<file path="src/core/bbx_pkg.sv">
// Package with the constants, opcodes and state layout of the branch and bit execution unit.
package bbx_pkg;

  // Bus and datapath widths.
  localparam int unsigned BBX_ADDR_W = 8;
  localparam int unsigned BBX_PC_W = 16;

  // Register byte offsets on the AXI4-Lite bus.
  localparam logic [7:0] BBX_OFF_CTRL = 8'h00;
  localparam logic [7:0] BBX_OFF_PC = 8'h04;
  localparam logic [7:0] BBX_OFF_STATUS_REG = 8'h08;
  localparam logic [7:0] BBX_OFF_OPERAND = 8'h0c;
  localparam logic [7:0] BBX_OFF_IO = 8'h10;
  localparam logic [7:0] BBX_OFF_STATE = 8'h14;

  // Field positions of the control word.
  localparam int unsigned BBX_CTRL_OP_LSB = 0;
  localparam int unsigned BBX_CTRL_SEL_LSB = 8;
  localparam int unsigned BBX_CTRL_K_LSB = 16;
  localparam int unsigned BBX_CTRL_TWO_WORD_BIT = 24;

  // Field positions of the state word.
  localparam int unsigned BBX_ST_BUSY_BIT = 0;
  localparam int unsigned BBX_ST_TAKEN_BIT = 1;
  localparam int unsigned BBX_ST_ERR_BIT = 2;
  localparam int unsigned BBX_ST_CYC_LSB = 4;

  // Status register flag positions.
  localparam int unsigned BBX_FLAG_C = 0;
  localparam int unsigned BBX_FLAG_Z = 1;
  localparam int unsigned BBX_FLAG_N = 2;
  localparam int unsigned BBX_FLAG_V = 3;
  localparam int unsigned BBX_FLAG_S = 4;
  localparam int unsigned BBX_FLAG_H = 5;
  localparam int unsigned BBX_FLAG_T = 6;
  localparam int unsigned BBX_FLAG_I = 7;

  // Cycle counts of each kind of operation.
  localparam logic [1:0] BBX_CYC_NOT_TAKEN = 2'h1;
  localparam logic [1:0] BBX_CYC_TAKEN = 2'h2;
  localparam logic [1:0] BBX_CYC_SKIP_ONE = 2'h2;
  localparam logic [1:0] BBX_CYC_SKIP_TWO = 2'h3;
  localparam logic [1:0] BBX_CYC_IO_BIT = 2'h2;
  localparam logic [1:0] BBX_CYC_ALU = 2'h1;

  // AXI response codes.
  localparam logic [1:0] BBX_RESP_OKAY = 2'h0;
  localparam logic [1:0] BBX_RESP_SLVERR = 2'h2;

  // Operations; the position in this list is the opcode written to the control word.
  typedef enum logic [4:0] {
    op_skip_if_io_bit_set,
    op_branch_status_bit_set,
    op_branch_status_bit_clear,
    op_branch_equal,
    op_branch_not_equal,
    op_branch_carry_set,
    op_branch_lower,
    op_branch_carry_clear,
    op_branch_same_or_higher,
    op_branch_minus,
    op_branch_plus,
    op_branch_signed_ge,
    op_branch_signed_lt,
    op_branch_halfcarry_set,
    op_branch_halfcarry_clear,
    op_branch_tbit_set,
    op_branch_tbit_clear,
    op_branch_irq_enabled,
    op_branch_irq_disabled,
    op_io_bit_set,
    op_io_bit_clear,
    op_logical_shift_left,
    op_logical_shift_right,
    op_rotate_left_carry,
    op_rotate_right_carry,
    op_arith_shift_right,
    op_store_bit_to_tflag,
    op_load_bit_from_tflag
  } bbx_op_e;

  localparam logic [4:0] BBX_OP_LAST = 5'h1b;

  typedef enum logic {
    fsm_idle,
    fsm_exec
  } bbx_fsm_e;

  // The whole state of the unit.
  typedef struct packed {
    logic awready;
    logic wready;
    logic bvalid;
    logic [1:0] bresp;
    logic arready;
    logic rvalid;
    logic [31:0] rdata;
    logic [1:0] rresp;
    logic aw_full;
    logic w_full;
    logic [BBX_ADDR_W-1:0] aw_addr;
    logic [31:0] w_data;
    logic [3:0] w_strb;
    bbx_fsm_e fsm;
    logic [1:0] cnt;
    bbx_op_e op;
    logic [2:0] sel;
    logic [6:0] k;
    logic two_word;
    logic [BBX_PC_W-1:0] pc;
    logic [7:0] status_register;
    logic [7:0] operand;
    logic [7:0] io;
    logic taken;
    logic err;
    logic [1:0] last_cyc;
  } bbx_state_s;

  localparam bbx_state_s BBX_STATE_RST = '0;

endpackage

</file>
<file path="src/core/bbx_exec.sv">
// Branch, skip, I/O bit, shift and T-flag execution unit behind an AXI4-Lite slave.
//
// The AXI4-Lite slave port and the placing of the registers were chosen for this implementation.
module bbx_exec
  import bbx_pkg::*;
(
  input wire logic aclk,
  input wire logic aresetn,
  input wire logic [bbx_pkg::BBX_ADDR_W-1:0] awaddr,
  input wire logic awvalid,
  output logic awready,
  input wire logic [31:0] wdata,
  input wire logic [3:0] wstrb,
  input wire logic wvalid,
  output logic wready,
  output logic [1:0] bresp,
  output logic bvalid,
  input wire logic bready,
  input wire logic [bbx_pkg::BBX_ADDR_W-1:0] araddr,
  input wire logic arvalid,
  output logic arready,
  output logic [31:0] rdata,
  output logic [1:0] rresp,
  output logic rvalid,
  input wire logic rready,
  output logic busy
);

  bbx_state_s s;
  bbx_state_s next_s;

  // Byte-lane merge of a bus write into a stored word.
  function automatic logic [31:0] merge_strb(logic [31:0] old, logic [31:0] data, logic [3:0] strb);
    logic [31:0] r;
    r = old;
    for (int i = 0; i < 4; i++)
    begin
      if (strb[i])
      begin
        r[i*8 +: 8] = data[i*8 +: 8];
      end
    end
    return r;
  endfunction

  // Branch test: returns {is_branch, condition_met}.
  function automatic logic [1:0] branch_test(bbx_op_e op, logic [7:0] sr, logic [2:0] sel);
    logic [1:0] r;
    r = 2'h0;
    unique case (op)
      op_branch_status_bit_set: r = {1'b1, sr[sel]};
      op_branch_status_bit_clear: r = {1'b1, ~sr[sel]};
      op_branch_equal: r = {1'b1, sr[BBX_FLAG_Z]};
      op_branch_not_equal: r = {1'b1, ~sr[BBX_FLAG_Z]};
      op_branch_carry_set, op_branch_lower: r = {1'b1, sr[BBX_FLAG_C]};
      op_branch_carry_clear, op_branch_same_or_higher: r = {1'b1, ~sr[BBX_FLAG_C]};
      op_branch_minus: r = {1'b1, sr[BBX_FLAG_N]};
      op_branch_plus: r = {1'b1, ~sr[BBX_FLAG_N]};
      op_branch_signed_ge: r = {1'b1, ~(sr[BBX_FLAG_N] ^ sr[BBX_FLAG_V])};
      op_branch_signed_lt: r = {1'b1, sr[BBX_FLAG_N] ^ sr[BBX_FLAG_V]};
      op_branch_halfcarry_set: r = {1'b1, sr[BBX_FLAG_H]};
      op_branch_halfcarry_clear: r = {1'b1, ~sr[BBX_FLAG_H]};
      op_branch_tbit_set: r = {1'b1, sr[BBX_FLAG_T]};
      op_branch_tbit_clear: r = {1'b1, ~sr[BBX_FLAG_T]};
      op_branch_irq_enabled: r = {1'b1, sr[BBX_FLAG_I]};
      op_branch_irq_disabled: r = {1'b1, ~sr[BBX_FLAG_I]};
      default: r = 2'h0;
    endcase
    return r;
  endfunction

  // Shift and rotate: returns {new operand, new status register}.
  function automatic logic [15:0] shift_op(bbx_op_e op, logic [7:0] d, logic [7:0] sr);
    logic [7:0] res;
    logic [7:0] f;
    logic c;
    res = d;
    f = sr;
    c = sr[BBX_FLAG_C];
    unique case (op)
      op_logical_shift_left:
      begin
        res = {d[6:0], 1'b0};
        c = d[7];
      end
      op_logical_shift_right:
      begin
        res = {1'b0, d[7:1]};
        c = d[0];
      end
      op_rotate_left_carry:
      begin
        res = {d[6:0], sr[BBX_FLAG_C]};
        c = d[7];
      end
      op_rotate_right_carry:
      begin
        res = {sr[BBX_FLAG_C], d[7:1]};
        c = d[0];
      end
      op_arith_shift_right:
      begin
        res = {d[7], d[7:1]};
        c = d[0];
      end
      default:
      begin
        res = d;
      end
    endcase
    // Only Z, C, N and V move; the signed-test flag is left alone on purpose.
    f[BBX_FLAG_C] = c;
    f[BBX_FLAG_Z] = (res == 8'h00);
    f[BBX_FLAG_N] = res[7];
    f[BBX_FLAG_V] = res[7] ^ c;
    return {res, f};
  endfunction

  // Number of cycles an operation occupies, known at issue time from the current state.
  function automatic logic [1:0] cycles_for(bbx_op_e op, logic [7:0] sr, logic [7:0] io,
                                           logic [2:0] sel, logic two);
    logic [1:0] bt;
    logic [1:0] r;
    bt = branch_test(op, sr, sel);
    r = BBX_CYC_ALU;
    if (bt[1])
    begin
      r = bt[0] ? BBX_CYC_TAKEN : BBX_CYC_NOT_TAKEN;
    end
    else if (op == op_skip_if_io_bit_set)
    begin
      if (io[sel])
      begin
        r = two ? BBX_CYC_SKIP_TWO : BBX_CYC_SKIP_ONE;
      end
      else
      begin
        r = BBX_CYC_NOT_TAKEN;
      end
    end
    else if (op == op_io_bit_set || op == op_io_bit_clear)
    begin
      r = BBX_CYC_IO_BIT;
    end
    return r;
  endfunction

  // Register read decode; the low bit says whether the address was mapped.
  function automatic logic [32:0] read_reg(bbx_state_s st, logic [BBX_ADDR_W-1:0] a);
    logic [31:0] d;
    logic ok;
    d = 32'h0;
    ok = 1'b1;
    unique case (a)
      BBX_OFF_CTRL:
      begin
        d[BBX_CTRL_OP_LSB +: 5] = st.op;
        d[BBX_CTRL_SEL_LSB +: 3] = st.sel;
        d[BBX_CTRL_K_LSB +: 7] = st.k;
        d[BBX_CTRL_TWO_WORD_BIT] = st.two_word;
      end
      BBX_OFF_PC: d[BBX_PC_W-1:0] = st.pc;
      BBX_OFF_STATUS_REG: d[7:0] = st.status_register;
      BBX_OFF_OPERAND: d[7:0] = st.operand;
      BBX_OFF_IO: d[7:0] = st.io;
      BBX_OFF_STATE:
      begin
        d[BBX_ST_BUSY_BIT] = (st.fsm == fsm_exec);
        d[BBX_ST_TAKEN_BIT] = st.taken;
        d[BBX_ST_ERR_BIT] = st.err;
        d[BBX_ST_CYC_LSB +: 2] = st.last_cyc;
      end
      default: ok = 1'b0;
    endcase
    return {d, ok};
  endfunction

  // Next state: execution, then the bus write channel, then the bus read channel.
  always_comb
  begin
    logic [1:0] bt;
    logic [15:0] sh;
    logic [31:0] wd;
    logic [31:0] mg;
    logic [32:0] rd;
    logic [BBX_PC_W-1:0] koff;
    bt = 2'h0;
    sh = 16'h0;
    wd = 32'h0;
    mg = 32'h0;
    rd = 33'h0;
    koff = '0;
    next_s = s;

    // Results land on the last cycle of an operation, so software sees one consistent update.
    if (s.fsm == fsm_exec)
    begin
      next_s.cnt = s.cnt - 2'h1;
      if (s.cnt == 2'h1)
      begin
        next_s.fsm = fsm_idle;
        bt = branch_test(s.op, s.status_register, s.sel);
        sh = shift_op(s.op, s.operand, s.status_register);
        koff = BBX_PC_W'(signed'(s.k));
        next_s.pc = s.pc + BBX_PC_W'(1);
        next_s.taken = 1'b0;
        if (bt[1] && bt[0])
        begin
          next_s.pc = s.pc + koff + BBX_PC_W'(1);
          next_s.taken = 1'b1;
        end
        unique case (s.op)
          op_skip_if_io_bit_set:
          begin
            if (s.io[s.sel])
            begin
              next_s.pc = s.pc + (s.two_word ? BBX_PC_W'(3) : BBX_PC_W'(2));
              next_s.taken = 1'b1;
            end
          end
          op_io_bit_set: next_s.io[s.sel] = 1'b1;
          op_io_bit_clear: next_s.io[s.sel] = 1'b0;
          op_logical_shift_left, op_logical_shift_right, op_rotate_left_carry,
          op_rotate_right_carry, op_arith_shift_right:
          begin
            next_s.operand = sh[15:8];
            next_s.status_register = sh[7:0];
          end
          op_store_bit_to_tflag: next_s.status_register[BBX_FLAG_T] = s.operand[s.sel];
          op_load_bit_from_tflag: next_s.operand[s.sel] = s.status_register[BBX_FLAG_T];
          default:
          begin
            next_s.fsm = fsm_idle;
          end
        endcase
      end
    end

    // Address and data are held separately so the master may offer them in either order.
    if (s.awready && awvalid)
    begin
      next_s.aw_full = 1'b1;
      next_s.aw_addr = awaddr;
    end
    if (s.wready && wvalid)
    begin
      next_s.w_full = 1'b1;
      next_s.w_data = wdata;
      next_s.w_strb = wstrb;
    end
    if (s.bvalid && bready)
    begin
      next_s.bvalid = 1'b0;
    end

    // Writes are refused while an operation runs, so operands cannot change under it.
    if (s.aw_full && s.w_full && !s.bvalid)
    begin
      next_s.aw_full = 1'b0;
      next_s.w_full = 1'b0;
      next_s.bvalid = 1'b1;
      next_s.bresp = BBX_RESP_OKAY;
      wd = s.w_data;
      if (s.fsm == fsm_exec)
      begin
        next_s.bresp = BBX_RESP_SLVERR;
      end
      else
      begin
        unique case (s.aw_addr)
          BBX_OFF_CTRL:
          begin
            rd = read_reg(s, BBX_OFF_CTRL);
            mg = merge_strb(rd[32:1], wd, s.w_strb);
            if (mg[BBX_CTRL_OP_LSB +: 5] > BBX_OP_LAST)
            begin
              next_s.bresp = BBX_RESP_SLVERR;
              next_s.err = 1'b1;
            end
            else
            begin
              next_s.op = bbx_op_e'(mg[BBX_CTRL_OP_LSB +: 5]);
              next_s.sel = mg[BBX_CTRL_SEL_LSB +: 3];
              next_s.k = mg[BBX_CTRL_K_LSB +: 7];
              next_s.two_word = mg[BBX_CTRL_TWO_WORD_BIT];
              next_s.err = 1'b0;
              next_s.fsm = fsm_exec;
              next_s.cnt = cycles_for(bbx_op_e'(mg[BBX_CTRL_OP_LSB +: 5]), s.status_register, s.io,
                                      mg[BBX_CTRL_SEL_LSB +: 3], mg[BBX_CTRL_TWO_WORD_BIT]);
              next_s.last_cyc = next_s.cnt;
            end
          end
          BBX_OFF_PC:
          begin
            mg = merge_strb({{(32-BBX_PC_W){1'b0}}, s.pc}, wd, s.w_strb);
            next_s.pc = mg[BBX_PC_W-1:0];
          end
          BBX_OFF_STATUS_REG:
          begin
            mg = merge_strb({24'h0, s.status_register}, wd, s.w_strb);
            next_s.status_register = mg[7:0];
          end
          BBX_OFF_OPERAND:
          begin
            mg = merge_strb({24'h0, s.operand}, wd, s.w_strb);
            next_s.operand = mg[7:0];
          end
          BBX_OFF_IO:
          begin
            mg = merge_strb({24'h0, s.io}, wd, s.w_strb);
            next_s.io = mg[7:0];
          end
          BBX_OFF_STATE:
          begin
            next_s.bresp = BBX_RESP_OKAY;
          end
          default: next_s.bresp = BBX_RESP_SLVERR;
        endcase
      end
    end
    next_s.awready = !next_s.aw_full;
    next_s.wready = !next_s.w_full;

    // One read at a time: the data word is captured when the address is taken.
    if (s.rvalid && rready)
    begin
      next_s.rvalid = 1'b0;
    end
    if (s.arready && arvalid)
    begin
      rd = read_reg(s, araddr);
      next_s.rvalid = 1'b1;
      next_s.rdata = rd[32:1];
      next_s.rresp = rd[0] ? BBX_RESP_OKAY : BBX_RESP_SLVERR;
    end
    next_s.arready = !next_s.rvalid;
  end

  // State register; every ready starts low and rises on the first edge after reset.
  always_ff @(posedge aclk)
  begin
    if (!aresetn)
    begin
      s <= BBX_STATE_RST;
    end
    else
    begin
      s <= next_s;
    end
  end

  // Outputs come straight from the state flops.
  assign awready = s.awready;
  assign wready = s.wready;
  assign bvalid = s.bvalid;
  assign bresp = s.bresp;
  assign arready = s.arready;
  assign rvalid = s.rvalid;
  assign rdata = s.rdata;
  assign rresp = s.rresp;
  assign busy = (s.fsm == fsm_exec);

endmodule

</file>
<file path="config.mk">
export PLATFORM = sky130hd
export DESIGN_NAME = bbx_exec
export DESIGN_NICKNAME = d
export VERILOG_FILES = /design/src/core/bbx_pkg.sv /design/src/core/bbx_exec.sv
export SDC_FILE = /design/constraint.sdc
export NUM_CORES = 1
export LEC_CHECK = 0
export BUFFER_PORTS_ARGS = -buffer_cell sky130_fd_sc_hd__buf_2
export CORE_ASPECT_RATIO = 0.7
export CORE_MARGIN = 3
export CORE_UTILIZATION = 40
export DETAILED_ROUTE_END_ITERATION = 7
export MAX_ROUTING_LAYER = met4
export PLACE_DENSITY = 0.61
export REMOVE_ABC_BUFFERS = 1
export SYNTH_ARGS = -nofsm -noshare
export SYNTH_HDL_FRONTEND = slang
export SYNTH_SLANG_ARGS = --single-unit
</file>
<file path="constraint.sdc">
create_clock -name aclk -period 2.75 [get_ports aclk]
set_input_delay 0.275 -clock aclk [delete_from_list [all_inputs] [get_ports aclk]]
set_output_delay 0.275 -clock aclk [all_outputs]
set_load 0.005 [all_outputs]
</file>
Yosys cells after proc, flatten, opt, wreduce, memory -nomap -nowiden

Cells that the tools add are included.

Latch bits: 0
Word-level logic and storage cells: 242
Bits of input ports: 59
Bits in registers: 135
Memory bits (read-only): 0
RAM bits: 0
Memories: 0

Reduce and logical (&&, ||, !) cells: 33
Add/subtract/negate cells: 5
$lt $le $gt $ge: 4
Eq/ne operators: 63
Bitwise operators: 16
Multiplexer cells: 94
Shifts and indexed selects: 0
Multipliers: 0
Div/mod/pow operators: 0

Operators by type and width:

| kind                                                 | number |
|---|---|
| 2-to-1 mux 59 bit                                    | 2 |
| equality test 5 bit (second input constant)          | 17 |
| 2-to-1 mux 41 bit                                    | 2 |
| equality test 5 x 4 -> 1 bit (second input constant) | 16 |
| 2-to-1 mux 16 bit                                    | 4 |
| one-hot mux 2 bit (16 select lines)                  | 2 |
| 2-to-1 mux 8 bit                                     | 7 |
| equality test 5 x 3 -> 1 bit (second input constant) | 8 |
| one-hot mux 8 bit (5 select lines)                   | 1 |
| 2-to-1 mux 19 bit                                    | 2 |
| 2-to-1 mux 35 bit                                    | 1 |
| adder 16 x 1 -> 16 bit (second input constant)       | 2 |
| equality test 8 x 4 -> 1 bit (second input constant) | 4 |
| equality test 8 x 5 -> 1 bit (second input constant) | 4 |
| one-hot mux 8 bit (2 select lines)                   | 2 |
| 2-to-1 mux 2 bit                                     | 15 |
| 2-to-1 mux 1 bit                                     | 27 |
| 2-to-1 mux 5 bit                                     | 5 |
| zero test 8 bit                                      | 3 |
| equality test 5 x 2 -> 1 bit (second input constant) | 4 |
| inequality test 4 bit (second input constant)        | 5 |
| 2-to-1 mux 3 bit                                     | 6 |
| one-hot mux 3 bit (6 select lines)                   | 1 |
| adder 16 bit                                         | 1 |
| other kinds (37)                                     | 74 |

Logic depth before layout (Yosys ltp)

Depth after elaboration: 18
Mapped depth: 12

Worst setup path before layout

OpenSTA, ideal clock, no wires.

Path type: register -> register
Start: register s[28] (netlist bit)
End: register s[42] (netlist bit)
Library setup time: 117 ps
Data arrival time: 2,353 ps
Data required time: 2,633 ps
Stages on the path, launching flop included: 13
Buffers on the path: 0
Setup slack: 280 ps
Clock period less this slack: 2,470 ps
Path through: dfxtp_1 inv_1 ha_1 inv_1 fa_1 a211oi_1 o21ai_0 a21oi_1 nor2_1 o31ai_1 xor2_1 nand2_1 a22o_1

Word-level cells in the longest chain between the ends: 10

RTL lines:

| element                | RTL line        | RTL |
|---|---|---|
| from (decl)            | bbx_exec.sv:29  | `bbx_state_s s;` |
| from (signal assigned) | bbx_exec.sv:348 | `s <= next_s;` |
| adder 16 bit           | bbx_exec.sv:209 | `next_s.pc = s.pc + koff + BBX_PC_W'(1);` |
| adder 16 x 1 -> 16 bit | bbx_exec.sv:209 |  |
| 2-to-1 mux 16 bit      | bbx_exec.sv:207 | `if (bt[1] && bt[0])` |
| 2-to-1 mux 16 bit      | bbx_exec.sv:215 | `if (s.io[s.sel])` |
| 2-to-1 mux 16 bit (*)  | bbx_exec.sv:212 | `unique case (s.op)` |
| 2-to-1 mux 41 bit (*)  | bbx_exec.sv:199 | `if (s.cnt == 2'h1)` |
| 2-to-1 mux 41 bit (*)  | bbx_exec.sv:196 | `if (s.fsm == fsm_exec)` |
| 2-to-1 mux 16 bit      | bbx_exec.sv:270 | `unique case (s.aw_addr)` |
| 2-to-1 mux 59 bit      | bbx_exec.sv:264 | `if (s.fsm == fsm_exec)` |
| 2-to-1 mux 59 bit (*)  | bbx_exec.sv:257 | `if (s.aw_full && s.w_full && !s.bvalid)` |

Mark *: on every way between the ends. The rest lies on a longest branch, timed or not.
A chain may end at the register's enable or synchronous reset.

Worst setup path in the final report

Ends and elaborated chain as after synthesis.

==> results.sh <==
export IMPL_outcome="finished clean"
export IMPL_place_gp_congestion=0.988
export IMPL_mostFrequentLayoutCells="170 x nand2_1, 132 x dfxtp_1, 101 x a21oi_1, 91 x buf_4, 88 x nor2_1"
export IMPL_p_sw_uw=1240
export IMPL_post_route_period_util=0.952
export IMPL_stdcell_area_mm2=0.0103
export IMPL_synth_cell_type_count=88
export IMPL_wl_met3_um=4380
export IMPL_track_usage=0.276
export IMPL_multiInputGateArea_mm2=0.00561
export IMPL_die_area_mm2=0.0241
export IMPL_synthSimpleGateAreaFrac=0.240
export IMPL_final_setup_viol_count=0
export IMPL_maxCapViolations=0
export IMPL_seqPwrFrac=0.434
export IMPL_finalWirelength_um=32100
export IMPL_arrival_ns=2.94
export IMPL_max_slew_margin=0.327
export IMPL_pin_count=101
export IMPL_n_fill_cell=2150
export IMPL_fmax_mhz=382
export IMPL_hp_class="in -> reg"
export IMPL_drc=0
export IMPL_synth_area_leader_cell="dfxtp_1"
export IMPL_path_class="reg -> reg"
export IMPL_setup_tns_ns=0
export IMPL_setup_ws_ns=0.132
export IMPL_powerDensity_mw_per_mm2=449
export IMPL_antenna_cells=0
export IMPL_worst_ep_required_time_ns=3.07
export IMPL_clk_pin_slew_ns=0.06
export IMPL_cts_repair_resized=0
export IMPL_grt_max_degree=57
export IMPL_yosys_warnings=0
export IMPL_antenna_found_initial=1
export IMPL_cp_end_kind="flop"
export IMPL_grt_pass1_wl_um=49400
export IMPL_routedWlPerCell_um=20.9
export IMPL_synth_top_area_share=0.297
export IMPL_drt_iter0_drc=1088
export IMPL_synth_adder_area_share=0.0290
export IMPL_grt_overflow=0
export IMPL_synth_compound_area_share=0.256
export IMPL_synth_top_family_by_area="compound AO/OA/AOI/OAI gates"
export IMPL_drive_gt1_frac=0.194
export IMPL_worst_pin_slew_ns=1.00
export IMPL_syn_area_per_cell_um2=7.62
export IMPL_synth_area_mm2=0.00889
export IMPL_pwr_share_clk=0.478
export IMPL_synth_ff_type="dfxtp_1"
export IMPL_port_buffers=82
export IMPL_netlist_instances=1166
export IMPL_synth_xor_area_frac=0.0305
export IMPL_synth_top_cells_by_area="dfxtp_1 30%, nand2_1 7.2%, a21oi_1 5.7%"
export IMPL_synth_edf_count=0
export IMPL_top_layer_used="met4"
export IMPL_first_pass_iters=7
export IMPL_grt_pass1_vias=8366
export IMPL_place_ws_ns=0.0595
export IMPL_critPathMaxFanout=3
export IMPL_power_frac_comb=0.088
export IMPL_coreArea_mm2=0.0213
export IMPL_nets=1327
export IMPL_rows=44
export IMPL_swShare=0.268
export IMPL_clockRootBuffer="clkbuf_16"
export IMPL_ys_seq_area_frac=0.297
export IMPL_place_hpwl_um=24100
export IMPL_htreeDepth=4
export IMPL_synth_mux_area_frac=0.0686
export IMPL_drv_slew=0
export IMPL_leakagePower_uw=0.00400
export IMPL_start_util=0.418
export IMPL_hold_viol=0
export IMPL_met1Wirelength_um=15200
export IMPL_insertion_delay_ns=0.44
export IMPL_ys_seq_elements=132
export IMPL_clk_path_buf_depth=2
export IMPL_finalCriticalPeriod_ns=2.62
export IMPL_seqCellArea_mm2=0.00264
export IMPL_die_x_um=184
export IMPL_dieHeight_um=131
export IMPL_vias_per_cell=6.06
export IMPL_mostFrequentLayoutCell="nand2_1"
export IMPL_numClockSinks=132
export IMPL_ir_drop_v=0.000420
export IMPL_post_cts_buffers=0
export IMPL_vias=9296
export IMPL_fin_skew_ns=0.0192
export IMPL_placed_area_mm2=0.00976
export IMPL_p_int_uw=3400
export IMPL_met2_length_um=12200
export IMPL_cp_start_kind="flop"
export IMPL_cts_tree="done"
export IMPL_ant_nets=0
export IMPL_async_flop_share=0
export IMPL_numCtsBuffers=17
export IMPL_syn2layout_area_growth_pct=16.3
export IMPL_hold_buffers=0
-- cells in the mapped netlist (all sizes together) (5+ instances only) --
library cell  number
nor2b              7
nand3b             5
a211oi            18
o221a              7
o22ai              8
nor3b              9
clkbuf            56
nor2              89
and2               8
xor2              13
xnor2             18
inv               19
mux2i             44
nand2            171
o21ai             66
dfxtp            132
a21o               6
o21a               8
a21oi            103
mux2               9
nand3             67
nand2b            17
ha                19
a221oi            21
buf               64
a32oi              8
o221ai             8
o211ai             5
a31oi             23
a22oi              6
a211o              6
o31ai             10
nor3              22
or4                5
and3              18
nor4               6
-- layer usage --
metal / up-vias / global-route usage
met5: - / -
met4: 0 / 0.0546
met3: 35 / 0.110
met2: 518 / 0.352
met1: 4334 / 0.404
li1: 4409 / -
-- power groups by stage --
stage	clock (µW)	combinational (µW)	sequential [µW]
2_1_floorplan	0	196	2050
3_5_place_dp	0	399	2050
4_1_cts	2250	400	2010
6_report	2220	407	2020
3_3_place_gp	0	396	2050
5_1_grt	2340	446	2020
-- critical path: stages, from the launching register on --
cell	delay [ns]
dfxtp_1	0.31
inv_1	0.07
ha_1	0.16
inv_1	0.05
fa_1	0.41
a211oi_2	0.28
o21ai_0	0.15
buf_4	0.18
a21oi_2	0.13
nor2_1	0.08
o31ai_2	0.23
xor2_1	0.19
nand2_1	0.08
a22o_1	0.18
-- layout make-up --
type / count / area share
flip-flops and latches: 132 / 0.256
clock buffers: 19 / 0.0438
well taps: 276 / 0.0334
multi-input cells: 903 / 0.542
clock inverters: 11 / 0.0102
repair buffers: 174 / 0.108
inverters: 20 / 0.00738
-- logic make-up after synthesis --
| group | Yosys count |
|---|---|
| AND/OR/NAND/NOR | 448 |
| buffers and inverters | 140 |
| flip-flops | 132 |
| XOR/XNOR | 31 |
| adder cells (fa/ha/maj) | 20 |
| other | 1 |
| AO/OA/AOI/OAI | 338 |
| multiplexers | 56 |
-- metrics by stage --
stage	util	hold WS [ns]	instances	power (µW)
floorplan	-	0.389	1055	2250
global placement	0.459	0.438	1505	2450
detailed placement	0.459	0.440	1505	2450
CTS	0.486	0.0638	1535	4660
global route	0.487	0.0706	1535	4800
finish	0.487	0.0738	1535	4640
-- registers in the layout (all words and copies together), names as in the netlist --
signal and flops:
arready 1, awready 1, bresp 1, busy 1, bvalid 1, rdata 24, rresp 1, rvalid 1
s 100, wready 1
-- worst paths after layout --
| kind | start | depth (start not counted) | slack [ns] | end |
|---|---|---|---|---|
| worst max-delay path | s[28]$_SDFFE_PN0P_ | 13 | 0.13 | s[42]$_SDFFE_PN0P_ |
| worst min register to register | rdata[20]$_SDFFE_PN0P_ | 2 | 0.45 | rdata[20]$_SDFFE_PN0P_ |
| worst max register to register | s[28]$_SDFFE_PN0P_ | 13 | 0.13 | s[42]$_SDFFE_PN0P_ |
| worst min-delay path | wdata[3] | 3 | 0.07 | s[70]$_SDFFE_PN0P_ |
Note: power is estimated with default switching activity, not from simulation.
